### config.mk
export PLATFORM = sky130hd
export DESIGN_NAME = sqd_deploy_ctrl
export DESIGN_NICKNAME = d
export VERILOG_FILES = /design/src/core/sqd_pkg.sv /design/src/core/sqd_deploy_ctrl.sv
export SDC_FILE = /design/constraint.sdc
export NUM_CORES = 1
export LEC_CHECK = 0
export BUFFER_PORTS_ARGS = -buffer_cell sky130_fd_sc_hd__buf_2
export CORE_MARGIN = 1
export CORE_UTILIZATION = 30
export DETAILED_ROUTE_END_ITERATION = 10
export GPL_ROUTABILITY_DRIVEN = 1
export PLACE_DENSITY = 0.46
export SLEW_MARGIN = 25
export SYNTH_ARGS = -nofsm -noshare
export SYNTH_HDL_FRONTEND = slang
export SYNTH_SLANG_ARGS = --single-unit
export TNS_END_PERCENT = 20
### constraint.sdc
create_clock -name core_clk -period 3.5 [get_ports core_clk]
set_input_delay 0.175 -clock core_clk [delete_from_list [all_inputs] [get_ports core_clk]]
set_output_delay 0.175 -clock core_clk [all_outputs]
set_load 0.01 [all_outputs]
### src/core/sqd_pkg.sv
// Purpose: shared constants and types of the squib deployment controller
// Assumes: 20 MHz core clock, 16-bit serial frames
// Notes: frame = write flag, 3-bit address, 11-bit data, odd parity bit
package sqd_pkg;
   localparam int CLK_NS = 50;               // core clock period
   localparam int TICK_NS = 4000;            // on-time unit, 4 us
   localparam int TICK_CYC = (TICK_NS + CLK_NS - 1) / CLK_NS;
   localparam int ON_TIME_MAX_US = 8200;     // longest firing time
   localparam int TAIL_NS = 100000;          // high-side to low-side off gap
   localparam int TAIL_TICKS = TAIL_NS / TICK_NS;
   localparam int FRAME_BITS = 16;
   localparam int DATA_W = 11;
   localparam int NCH = 4;
   // register addresses
   localparam logic [2:0] ADDR_CFG = 3'h0;
   localparam logic [2:0] ADDR_ARM = 3'h1;
   localparam logic [2:0] ADDR_ONT0 = 3'h2;  // on-time of channel 0, then 1..3
   localparam logic [2:0] ADDR_FIRE = 3'h6;
   localparam logic [2:0] ADDR_STAT = 3'h7;
   // config fields and arm keys
   localparam int CFG_HI_LIMIT_BIT = 0;      // 1: 1.75 A level, 0: 1.2 A level
   localparam int CFG_DEPLOY_BIT = 1;        // 1: deployment limits, 0: diagnostic
   localparam logic [10:0] ARM_KEY_A = 11'h5a5;
   localparam logic [10:0] ARM_KEY_B = 11'h35a;
   localparam logic [10:0] CFG_RESET = 11'h000;
   localparam logic [10:0] ONT_RESET = 11'h000;
   // frame field positions
   localparam int FR_WR_BIT = 15;
   localparam int FR_ADDR_LSB = 12;
   localparam int FR_DATA_LSB = 1;
   localparam int FIRE_LS_LSB = 4;

   typedef enum logic [1:0] {
      SQD_IDLE = 2'b00,
      SQD_FIRE = 2'b01,
      SQD_TAIL = 2'b11
   } sqd_chan_e;

   typedef struct packed {
      logic deploy_ok;                       // bit 10, live
      logic armed;                           // bit 9
      logic parity_err;                      // bit 8, sticky
      logic [3:0] timeout_done;              // bits 7:4, sticky
      logic [3:0] over_temp;                 // bits 3:0, sticky
   } sqd_status_s;
endpackage

### src/core/sqd_deploy_ctrl.sv
// Purpose: digital deployment control of a four-channel squib driver
// Assumes: host is serial master, mode 0 (sample on rising, shift on falling)
// Notes: all pins pass a three-stage synchroniser; the filter changes only when stages 2 and 3 agree
// Functional notes
// - after reset both switch sides use the diagnostic current limit
// - one config bit picks 1.2 A or 1.75 A high-side limit for all channels
// - each channel has its own programmable on-time, up to 8.2 ms
// - firing needs arm sequence, arm enable high and watchdog inhibit low
// - switches turn on only by serial command
// - on timeout high side off, low side off about 100 us later
// - active low reset pin holds the logic in reset
// - serial slave checks odd parity of every frame
// - high and low side of each channel are commanded separately
// - over-temperature during firing ends that channel's deployment
// - fault and diagnostic status is latched and readable over the link
// - low-side deployment limit has no register setting
`timescale 1ns/10ps
module sqd_deploy_ctrl
   import sqd_pkg::*;
(
   input wire logic core_clk,                // 20 MHz clock
   input wire logic reset,                   // synchronous, active high
   input wire logic dev_reset_n,             // device reset pin, active low
   input wire logic spi_sclk,                // serial clock pin
   input wire logic spi_cs_n,                // serial select pin, active low
   input wire logic spi_mosi,                // serial data in
   input wire logic arm_enable_input,        // hardware enable, high allows
   input wire logic watchdog_inhibit_input,  // hardware inhibit, high blocks
   input wire logic [3:0] over_temp,         // per-channel thermal flags
   output logic spi_miso,                    // serial data out
   output logic spi_miso_oe,                 // miso drive enable
   output logic [3:0] hs_on,                 // high-side switch gates
   output logic [3:0] ls_on,                 // low-side switch gates
   output logic hs_deploy_level,             // high side uses deployment limit
   output logic hs_limit_high,               // high side limit 1.75 A
   output logic ls_deploy_level              // low side uses its fixed deploy limit
);
   localparam int NPIN = 10;
   // idle pin levels: sclk low, select high, inhibit high, reset pin low, rest low
   localparam logic [NPIN-1:0] FILT_IDLE = 10'h012;
   localparam logic [6:0] TICK_LAST = 7'(TICK_CYC - 1);
   localparam logic [10:0] TAIL_CNT = 11'(TAIL_TICKS - 1);

   // pin synchroniser: stage 1 feeds only stage 2; filter on 2 and 3
   logic [NPIN-1:0] pin_raw, s1_reg, s2_reg, s3_reg, filt_reg, filt_next, rise, fall;
   assign pin_raw = {dev_reset_n, over_temp, watchdog_inhibit_input,
                     arm_enable_input, spi_mosi, spi_cs_n, spi_sclk};
   assign filt_next = (s2_reg & s3_reg) | (filt_reg & (s2_reg ^ s3_reg));
   assign rise = filt_next & ~filt_reg;
   assign fall = ~filt_next & filt_reg;
   always_ff @(posedge core_clk) begin
      s1_reg <= pin_raw;
      s2_reg <= s1_reg;
      s3_reg <= s2_reg;
      // filters start at idle levels so no false edge follows reset;
      // the reset pin starts low so the logic waits for a clean release
      filt_reg <= reset ? FILT_IDLE : filt_next;
   end

   wire sclk_rise = rise[0];
   wire sclk_fall = fall[0];
   wire cs_n_f = filt_reg[1];
   wire cs_fall = fall[1];
   wire cs_rise = rise[1];
   wire mosi_f = filt_reg[2];
   wire arm_en_f = filt_reg[3];
   wire wdi_f = filt_reg[4];
   wire [3:0] ot_f = filt_reg[8:5];
   wire rst = reset | ~filt_reg[9];

   // odd parity helper
   function automatic logic odd_par(input logic [14:0] d);
      odd_par = ~(^d);
   endfunction

   // serial shifters
   logic [15:0] rx_reg, tx_reg;
   logic [4:0] bit_cnt_reg;
   logic [14:0] reply_reg, reply_next;
   wire frame_end = cs_rise;
   wire frame_ok = frame_end && (bit_cnt_reg == 5'(FRAME_BITS)) && (^rx_reg);
   wire frame_bad = frame_end && !frame_ok;
   wire fr_wr = rx_reg[FR_WR_BIT];
   wire [2:0] fr_addr = rx_reg[FR_ADDR_LSB +: 3];
   wire [10:0] fr_data = rx_reg[FR_DATA_LSB +: DATA_W];
   wire do_wr = frame_ok & fr_wr;
   wire do_rd = frame_ok & ~fr_wr;

   always_ff @(posedge core_clk) begin
      if (rst) begin
         rx_reg <= 16'h0000;
         tx_reg <= 16'h0000;
         bit_cnt_reg <= 5'h00;
      end else if (cs_fall) begin
         bit_cnt_reg <= 5'h00;
         tx_reg <= {reply_reg, odd_par(reply_reg)};
      end else if (!cs_n_f && sclk_rise) begin
         rx_reg <= {rx_reg[14:0], mosi_f};
         bit_cnt_reg <= (bit_cnt_reg == 5'h1f) ? bit_cnt_reg : bit_cnt_reg + 5'h01;
      end else if (!cs_n_f && sclk_fall) begin
         tx_reg <= {tx_reg[14:0], 1'b0};
      end
   end

   // configuration and on-time registers
   logic [10:0] cfg_reg;
   logic [10:0] ont_reg [NCH];
   always_ff @(posedge core_clk) begin
      if (rst) begin
         cfg_reg <= CFG_RESET;
         for (int i = 0; i < NCH; i++) ont_reg[i] <= ONT_RESET;
      end else if (do_wr) begin
         if (fr_addr == ADDR_CFG) cfg_reg <= fr_data;
         for (int i = 0; i < NCH; i++) begin
            if (fr_addr == ADDR_ONT0 + 3'(i)) ont_reg[i] <= fr_data;
         end
      end
   end

   // arm sequence: key A then key B; any other arm write disarms
   logic key_a_reg, armed_reg;
   wire arm_wr = do_wr && (fr_addr == ADDR_ARM);
   always_ff @(posedge core_clk) begin
      if (rst) begin
         key_a_reg <= 1'b0;
         armed_reg <= 1'b0;
      end else if (arm_wr) begin
         key_a_reg <= (fr_data == ARM_KEY_A);
         armed_reg <= key_a_reg && (fr_data == ARM_KEY_B);
      end
   end
   // live gate: losing a hardware line blocks new turn-ons at once
   wire deploy_ok = armed_reg & arm_en_f & ~wdi_f;

   // 4 us tick divider for on-time and tail counting
   logic [6:0] div_reg;
   logic tick_reg;
   always_ff @(posedge core_clk) begin
      if (rst) begin
         div_reg <= 7'h00;
         tick_reg <= 1'b0;
      end else begin
         div_reg <= (div_reg == TICK_LAST) ? 7'h00 : div_reg + 7'h01;
         tick_reg <= (div_reg == TICK_LAST);
      end
   end

   // per-channel firing sequencer
   sqd_chan_e st_reg [NCH], st_next [NCH];
   logic [10:0] cnt_reg [NCH], cnt_next [NCH];
   logic [3:0] hs_next, ls_next, tdone_evt, ot_evt;
   wire fire_wr = do_wr && (fr_addr == ADDR_FIRE);
   always_comb begin
      for (int i = 0; i < NCH; i++) begin
         st_next[i] = st_reg[i];
         cnt_next[i] = cnt_reg[i];
         hs_next[i] = hs_on[i];
         ls_next[i] = ls_on[i];
         tdone_evt[i] = 1'b0;
         ot_evt[i] = 1'b0;
         case (st_reg[i])
            SQD_IDLE, SQD_FIRE: begin
               if (fire_wr) begin
                  // sides are set apart; turn-off always honoured
                  hs_next[i] = fr_data[i] & (deploy_ok | hs_on[i]);
                  ls_next[i] = fr_data[FIRE_LS_LSB + i] & (deploy_ok | ls_on[i]);
               end
               if (st_reg[i] == SQD_IDLE) begin
                  if (hs_next[i] | ls_next[i]) begin
                     st_next[i] = SQD_FIRE;
                     cnt_next[i] = ont_reg[i];
                  end
               end else if (!(hs_next[i] | ls_next[i])) begin
                  st_next[i] = SQD_IDLE;
               end else if (tick_reg) begin
                  if (cnt_reg[i] == 11'h000) begin
                     hs_next[i] = 1'b0;
                     st_next[i] = SQD_TAIL;
                     cnt_next[i] = TAIL_CNT;
                  end else begin
                     cnt_next[i] = cnt_reg[i] - 11'h001;
                  end
               end
            end
            SQD_TAIL: begin
               // no retrigger while the low side is still finishing
               if (tick_reg) begin
                  if (cnt_reg[i] == 11'h000) begin
                     ls_next[i] = 1'b0;
                     st_next[i] = SQD_IDLE;
                     tdone_evt[i] = 1'b1;
                  end else begin
                     cnt_next[i] = cnt_reg[i] - 11'h001;
                  end
               end
            end
            default: begin
               hs_next[i] = 1'b0;
               ls_next[i] = 1'b0;
               st_next[i] = SQD_IDLE;
            end
         endcase
         // thermal shutdown overrides everything while a channel is active
         if (ot_f[i] && st_reg[i] != SQD_IDLE) begin
            hs_next[i] = 1'b0;
            ls_next[i] = 1'b0;
            st_next[i] = SQD_IDLE;
            ot_evt[i] = 1'b1;
         end
      end
   end

   always_ff @(posedge core_clk) begin
      for (int i = 0; i < NCH; i++) begin
         st_reg[i] <= rst ? SQD_IDLE : st_next[i];
         cnt_reg[i] <= rst ? 11'h000 : cnt_next[i];
      end
      hs_on <= rst ? 4'h0 : hs_next;
      ls_on <= rst ? 4'h0 : ls_next;
   end

   // latched status; a read clears sticky bits but a new event wins
   sqd_status_s stat_reg, stat_next;
   wire stat_clr = do_rd && (fr_addr == ADDR_STAT);
   always_comb begin
      stat_next = stat_reg;
      if (stat_clr) begin
         stat_next.parity_err = 1'b0;
         stat_next.timeout_done = 4'h0;
         stat_next.over_temp = 4'h0;
      end
      stat_next.parity_err = stat_next.parity_err | frame_bad;
      stat_next.timeout_done = stat_next.timeout_done | tdone_evt;
      stat_next.over_temp = stat_next.over_temp | ot_evt;
      stat_next.armed = armed_reg;
      stat_next.deploy_ok = deploy_ok;
   end

   // reply for the next frame: address echo and selected register
   wire [10:0] rd_val = (fr_addr == ADDR_CFG) ? cfg_reg :
                        (fr_addr == ADDR_FIRE) ? {3'h0, ls_on, hs_on} :
                        (fr_addr == ADDR_STAT) ? stat_reg :
                        (fr_addr >= ADDR_ONT0) ? ont_reg[2'(fr_addr - ADDR_ONT0)] :
                        {10'h000, armed_reg};
   always_comb begin
      reply_next = reply_reg;
      if (do_rd) reply_next = {1'b0, fr_addr, rd_val};
   end

   always_ff @(posedge core_clk) begin
      if (rst) begin
         stat_reg <= '0;
         reply_reg <= 15'h0000;
         spi_miso <= 1'b0;
         spi_miso_oe <= 1'b0;
         hs_deploy_level <= 1'b0;
         hs_limit_high <= 1'b0;
         ls_deploy_level <= 1'b0;
      end else begin
         stat_reg <= stat_next;
         reply_reg <= reply_next;
         spi_miso <= tx_reg[15];
         spi_miso_oe <= ~cs_n_f;
         hs_deploy_level <= cfg_reg[CFG_DEPLOY_BIT];
         hs_limit_high <= cfg_reg[CFG_HI_LIMIT_BIT];
         // the low-side level follows only the diagnostic/deploy mode
         ls_deploy_level <= cfg_reg[CFG_DEPLOY_BIT];
      end
   end
endmodule

# After elaboration in Yosys (flattened, before gate mapping)
# Memories as Yosys holds them, arrays and structs flattened.
# Cells that the tools add are included.
[totals]
ff_bits = 135
ram_bits = 96
wordCells = 336
memories = 3
[classes]
n_addsub = 7
order_cmp = 1
n_eq_ne = 29
mux = 170
bitwise_logic = 47
reduce_logical = 49
[memory_table]
columns = ["memory", "words", "word_bits", "rd", "rd_ports_with_merged_regs", "write_ports", "line_no", "rtl"]
rows = [
  ["cnt_reg", 4, 11, 4, 0, 4, "sqd_deploy_ctrl.sv:150", "logic [10:0] cnt_reg [NCH], cnt_next [NCH];"],
  ["ont_reg", 4, 11, 5, 0, 4, "sqd_deploy_ctrl.sv:107", "logic [10:0] ont_reg [NCH];"],
  ["st_reg", 4, 2, 4, 0, 4, "sqd_deploy_ctrl.sv:149", "sqd_chan_e st_reg [NCH], st_next [NCH];"],
]
[op_table]
columns = ["op", "n"]
rows = [
  ["11-bit two-way mux", 40],
  ["11-bit case mux with 2 select lines", 4],
  ["1-bit two-way mux", 74],
  ["2-bit two-way mux", 36],
  ["16-bit two-way mux", 3],
  ["11-bit zero test", 4],
  ["11-bit by 1-bit subtractor with 11-bit output (second input constant)", 4],
  ["10-bit bitwise AND", 2],
  ["2-bit OR reduction", 10],
  ["2-bit inequality test (second input constant)", 9],
  ["1-bit OR", 18],
  ["1-bit case mux with 2 select lines", 8],
  ["2-bit case mux with 2 select lines", 4],
  ["2-bit AND reduction", 8],
  ["16-bit parity", 1],
  ["15-bit parity", 1],
  ["1-bit logical AND", 13],
  ["1-bit bitwise AND", 12],
  ["3-bit == test (second input constant)", 4],
  ["11-bit by 10-bit == test with 1-bit output (second input constant)", 1],
  ["11-bit == test (second input constant)", 1],
  ["5-bit == test (second input constant)", 2],
  ["10-bit OR", 1],
  ["2-bit nonzero test", 5],
  ["other kinds (18)", 38],
]

# Depth between registers and ports, before layout
# Gate-level depths: netlist of run 1.
[logic_depth]
ltp_word = 16
depth_mapped = 13
depth_no_buf = 9

# Worst setup path before layout of run 1
# No wires, ideal clock.
[synth_path]
path_kind = "reg-to-reg"
from = "register rx_reg[12]"
to = "memory cnt_reg[3][6]"
setup_time_ns = 0.117
arrival_ns = 3.495
required_ns = 3.383
setup_slack_ns = -0.112
path_stages_with_launch = 12
n_path_buf = 2
synth_period_minus_slack_ns = 3.612
path_cell_list = "dfxtp_1 clkbuf_1 buf_1 inv_1 ha_1 xnor2_1 xnor2_1 xnor3_2 o21a_1 o41ai_4 o21ai_0 a32o_1"
[synth_rtl]
columns = ["item", "line_no", "rtl"]
rows = [
  ["from (decl)", "sqd_deploy_ctrl.sv:77", "logic [15:0] rx_reg, tx_reg;"],
  ["from (signal assigned)", "sqd_deploy_ctrl.sv:98", "rx_reg <= {rx_reg[14:0], mosi_f};"],
  ["to (decl)", "sqd_deploy_ctrl.sv:150", ""],
]

==> results_dict.tcl, run 1 <==
set metrics [dict create \
    status "complete, no violations" \
    p_total_mw 6.227 \
    rrSetupSlack_ns 0.49 \
    min_period_ns 3.010 \
    grt_pass1_wl_mm 49.34 \
    initial_utilization_pct 30.48 \
    ant_nets 0 \
    hold_viol 0 \
    rows 69 \
    slew_viol_final 0 \
    slew_headroom_pct 44.73 \
    dp_hpwl_mm 21.91 \
    port-buffer-count 24 \
    power.internal_mw 4.877 \
    synthFlopType "dfxtp_1" \
    areaGrowthSynthToFinish_pct 17.08 \
    comb_power_share_pct 2.5 \
    synth_edf_count 44 \
    die_y_um 191.9 \
    nets 1204 \
    p_per_area_nw_per_um2 491.8 \
    p_sw_mw 1.350 \
    firstDrtPassIters 5 \
    routed_wl_mm 31.14 \
    whs_ns 0.2288 \
    clkTransAtPathRegs_ns 0.06 \
    ios 25 \
    clockBufferDepth 3 \
    leakage_nw 4.429 \
    end_kind "register" \
    wl_per_cell_um 18.84 \
    rsz0062_at_grt "false" \
    cts_hold_buf 11 \
    ys_seq_area_share_pct 46.83 \
    switching_share_pct 21.68 \
    clock_sinks 231 \
    dpl.cell_count 1590 \
    dp_slack_ns 0.5519 \
    via_per_inst 5.155 \
    die_width_um 191.9 \
    vias 8521 \
    drc 0 \
    grt_overflow 0 \
    grt_max_degree 62 \
    drt-initial-drc-count 589 \
    fin_setup_tns_ns 0 \
    required_ns 3.93 \
    htreeDepth 1 \
    max_freq_mhz 332.2 \
    syn_area_um2 10820 \
    yosysWarningCount 0 \
    grt_pass1_vias 8372 \
    cts_tree "done" \
    cts_made_buffers 28 \
    die-area_um2 36810 \
    critPathKind "reg2reg" \
    clock_latency_ns 0.58 \
    ir_worst_vdd_mv 0.3610 \
    drv_cap 0 \
    critPathLaunchType "register" \
    cts_resized 0 \
    drive_above_1_share_pct 12.42 \
    synth_fp_nets 1186 \
    synth.avg_cell_area_um2 9.388 \
    ys_types 74 \
    fin_crit_sh_pct 86.00 \
    gp_congestion 0.8487 \
    stdcell_count 1653 \
    antenna_found_initial 0 \
    worst_pin_slew_ns 0.8215 \
    setup_violations 0 \
    min_path_type "in2reg" \
    n_antenna_cell 0 \
    coreArea_um2 35480 \
    ys_seq_elements 231 \
    worst-path-max-fanout 22 \
    syn_inst 1152 \
    track_usage_pct 17.40 \
    arrival_ns 3.44 \
    power_frac_seq_pct 44.8 \
    pwr-share-clk_pct 52.6 \
    post_cts_buffers 0 \
    skew_ns 0.05574 \
    async_flop_share_pct 0 \
    final.setup.worst_slack_ns 0.4902 \
    nFillCells 3618 \
    root_buffer "clkbuf_16" \
]
## path summary, 6_finish.rpt
| check | startpoint | to | cells past startpoint |
|---|---|---|---|
| setup / recovery | rx_reg[13] | cnt_reg[2][10] | 10 |
| hold / removal | over_temp[3] | s1_reg[8] | 2 |
| setup reg to reg | rx_reg[13] | cnt_reg[2][10] | 10 |
| hold reg to reg | s1_reg[8] | s2_reg[8] | 0 |
## power by group through the flow
stage / sequential [mW] / clock [mW] / combinational [mW]
after floorplan: 2.83 / 0 / 0.108
after global placement: 2.85 / 0 / 0.149
after detailed placement: 2.85 / 0 / 0.149
after CTS: 2.79 / 3.37 / 0.160
after global routing: 2.80 / 3.48 / 0.178
final: 2.79 / 3.28 / 0.157
## cells in the final DEF (no fill, tap or decap), types with 10 or more instances in the layout
cell type,netlist,final
a211oi_1,57,57
a21oi_1,67,67
a22oi_1,28,28
a32o_1,15,15
a32oi_1,15,15
and2_1,53,53
buf_2,7,24
buf_4,2,34
clkbuf_16,0,31
dfxtp_1,187,187
dlygate4sd3_1,0,11
edfxtp_1,44,44
ha_1,22,22
inv_1,30,30
mux2i_1,34,34
mux4_2,10,10
nand2_1,99,99
nand3_1,19,19
nor2_1,145,145
nor3_1,25,25
o21ai_0,33,33
xnor2_1,26,26
xor2_1,15,15
## synthesized netlist by cell type (all sizes together), types with 15 or more instances
master	instances	area, um^2
o21ai	34	170.2
xnor2	26	227.7
buf	18	98.84
a211oi	60	465.5
clkbuf	64	240.2
and2	53	331.6
a21oi	67	335.3
nor2	145	544.3
ha	22	275.3
nand3	19	95.09
edfxtp	44	1321
inv	30	112.6
a22oi	28	210.2
a32o	15	150.1
mux2i	34	340.3
nor3	28	161.4
xor2	15	131.4
nand2	99	371.6
a32oi	15	131.4
dfxtp	187	3744
## stage by stage
stage,cell area [um^2],utilization (%)
global placement,11470,32.33
floorplan,10820,-
CTS,12660,35.67
global route,12660,35.69
finish,12660,35.69
detailed placement,11470,32.33
## cell families (layout without fill, tap and decap cells)
kind of cell / after synthesis / after routing / synth area share, %
AO/OA/AOI/OAI: 273 / 273 / 17.97
XOR/XNOR: 43 / 43 / 3.748
adder cells (fa/ha/maj): 26 / 26 / 2.915
buffers and inverters: 112 / 152 / 4.176
flip-flops: 231 / 231 / 46.83
multiplexers: 45 / 45 / 5.333
AND/OR/NAND/NOR: 422 / 422 / 19.03
## critical path: stages, from the launching register on
cell and delay (ns):
dfxtp_1 0.32, buf_4 0.27, ha_1 0.39, nand2_1 0.13
nor2_1 0.18, nand3_1 0.23, o21a_1 0.32, o41ai_4 0.31
buf_4 0.29, o21ai_0 0.13, a32o_1 0.28
## routing by layer
metal	up-vias	track usage [%]	part of all wire, %
met2	207	27.31	45
met3	56	3.033	5.2
met5	-	0	0
met1	4062	24.14	47
li1	4196	-	-
met4	0	5.372	2.8
## layout make-up
type	count	area [um^2]	share of cell area, %
multi-input combinational	809	5325	42.06
sequential	231	5065	40.00
clock buffer	35	830.8	6.561
tap	461	576.8	4.555
timing repair buffer	70	505.5	3.992
clock inverter	17	246.5	1.947
inverter	30	112.6	0.8893
(Power assumes the default switching activity.)
==> run 2: changes to the inputs <==
GPL_TIMING_DRIVEN = 0   (was default)
==> run 2 against run 1 <==
  * Routed wire length grew 9.0%
  * Largest cell class unchanged
  * Largest power group unchanged
  * Die area is the same
  * Flip-flop and latch count is the same
==> results_dict.tcl, run 2 (synthesized netlist as in run 1, its figures left out) <==
set metrics [dict create \
    drt-initial-drc-count 648 \
    firstDrtPassIters 5 \
    rsz0062_at_grt "false" \
    root_buffer "clkbuf_16" \
    via_per_inst 5.183 \
    worst-path-max-fanout 10 \
    worst_pin_slew_ns 0.9593 \
    gp_congestion 0.8882 \
    clockBufferDepth 3 \
    final_common_cell "dfxtp_1" \
    die-area_um2 36810 \
    p_per_area_nw_per_um2 466.0 \
    areaGrowthSynthToFinish_pct 17.56 \
    status "complete, no violations" \
    slew_viol_final 0 \
    hold_viol 0 \
    arrival_ns 3.80 \
    htreeDepth 1 \
    grt_overflow 0 \
    min_period_ns 3.356 \
    fin_crit_sh_pct 95.87 \
    dp_hpwl_mm 24.50 \
    max_freq_mhz 298.0 \
    placed_area_um2 11510 \
    wl_per_cell_um 19.93 \
    clkTransAtPathRegs_ns 0.06 \
    rows 69 \
    cts_tree "done" \
    clock_sinks 231 \
    skew_ns 0.03200 \
    clock_latency_ns 0.58 \
    cts_made_buffers 28 \
    critPathKind "reg2reg" \
    end_kind "register" \
    slew_headroom_pct 35.46 \
    critPathLaunchType "register" \
    drive_above_1_share_pct 10.79 \
    nets 1254 \
    vias 8826 \
    dp_slack_ns -0.9997 \
    die_y_um 191.9 \
    ir_worst_vdd_mv 0.3820 \
    coreArea_um2 35480 \
    setup_violations 0 \
    drc 0 \
    required_ns 3.94 \
    leakage_nw 4.338 \
    n_antenna_cell 0 \
    die_width_um 191.9 \
    final_cell_mix "186 x dfxtp_1, 143 x nor2_1, 97 x nand2_1" \
    initial_utilization_pct 30.48 \
    design_area_um2 12710 \
    final.setup.worst_slack_ns 0.1444 \
    ant_nets 0 \
    grt_pass1_wl_mm 52.47 \
    ios 25 \
    grt_max_degree 16 \
    min_path_type "in2reg" \
    track_usage_pct 18.93 \
    antenna_found_initial 1 \
    port-buffer-count 24 \
    p_total_mw 5.925 \
    drv_cap 0 \
    postLayoutCoreUtil_pct 35.83 \
    grt_pass1_vias 8544 \
    routed_wl_mm 33.93 \
]
## run 2: cell count changes in the layout (fill, tap and decap cells not counted), sizes merged
| cell | previous run | this run |
|---|---|---|
| buf | 59 | 48 |
| clkinvlp | 1 | 6 |
| bufinv | 5 | 3 |
| inv | 32 | 31 |
| dlygate4sd3 | 11 | 10 |
| clkinv | 9 | 11 |
| clkbuf | 35 | 93 |
## run 2: area by class of cell
class / instances / area, um^2
plain buffers: 81 / 386.6
clock buffers: 31 / 721.9
clock inverters: 21 / 230.2
fillers: 3634 / 22770
inverters: 30 / 112.6
multi-input cells: 809 / 5363
flip-flops and latches: 231 / 5066
well taps: 461 / 576.8
repair buffers: 39 / 257.7
## run 2: stage by stage
| stage | cells | hold slack, ns | setup TNS (ns) |
|---|---|---|---|
| finish | 1703 | 0.1479 | 0 |
| CTS | 1700 | 0.1700 | -0.07994 |
| global placement | 1637 | 0.2770 | -108.74 |
| detailed placement | 1637 | 0.2786 | -116.58 |
| global route | 1703 | 0.2051 | 0 |
| floorplan | 1152 | 0.2027 | 0 |
## run 2: worst max-delay path, cell delays in order, from the launching register on
cell and delay (ns):
dfxtp_1 0.38, clkbuf_4 0.23, clkbuf_8 0.22, inv_1 0.11
ha_1 0.30, xnor2_1 0.14, xnor2_1 0.19, xnor3_2 0.34
buf_6 0.20, nor3_2 0.32, o41ai_4 0.11, buf_4 0.18
buf_4 0.15, and3_1 0.17, o21a_1 0.16
## run 2: worst paths after layout
check             startpoint  slack, ns             end  depth (start not counted)
setup / recovery  rx_reg[13]       0.14  cnt_reg[3][10]                         14
hold / removal         reset       0.15     filt_reg[8]                          3
hold reg to reg    s1_reg[7]       0.32       s2_reg[7]                          0
setup reg to reg  rx_reg[13]       0.14  cnt_reg[3][10]                         14
## run 2: where the power goes
group,internal [mW],switching (mW),total (mW)
sequential,2.75,0.0353,2.79
combinational,0.0623,0.109,0.171
clock,1.73,1.24,2.97
## run 2: repair_timing
item                                    in CTS  in global routing
endpoints found under the setup margin     184                155
hold buffers                                10                  0
hold endpoints to repair                    10                  0
resized for setup                           20                 16
setup buffers                                2                  3
pin swaps                                    3                  4
## run 2: metal layers
layer / vias up / part of all wire (%) / global-route usage (%)
met3: 55 / 4.3 / 2.704
met5: - / 0 / 0
met1: 4254 / 47 / 25.86
li1: 4294 / - / -
met2: 223 / 46 / 30.82
met4: 0 / 2.6 / 5.556
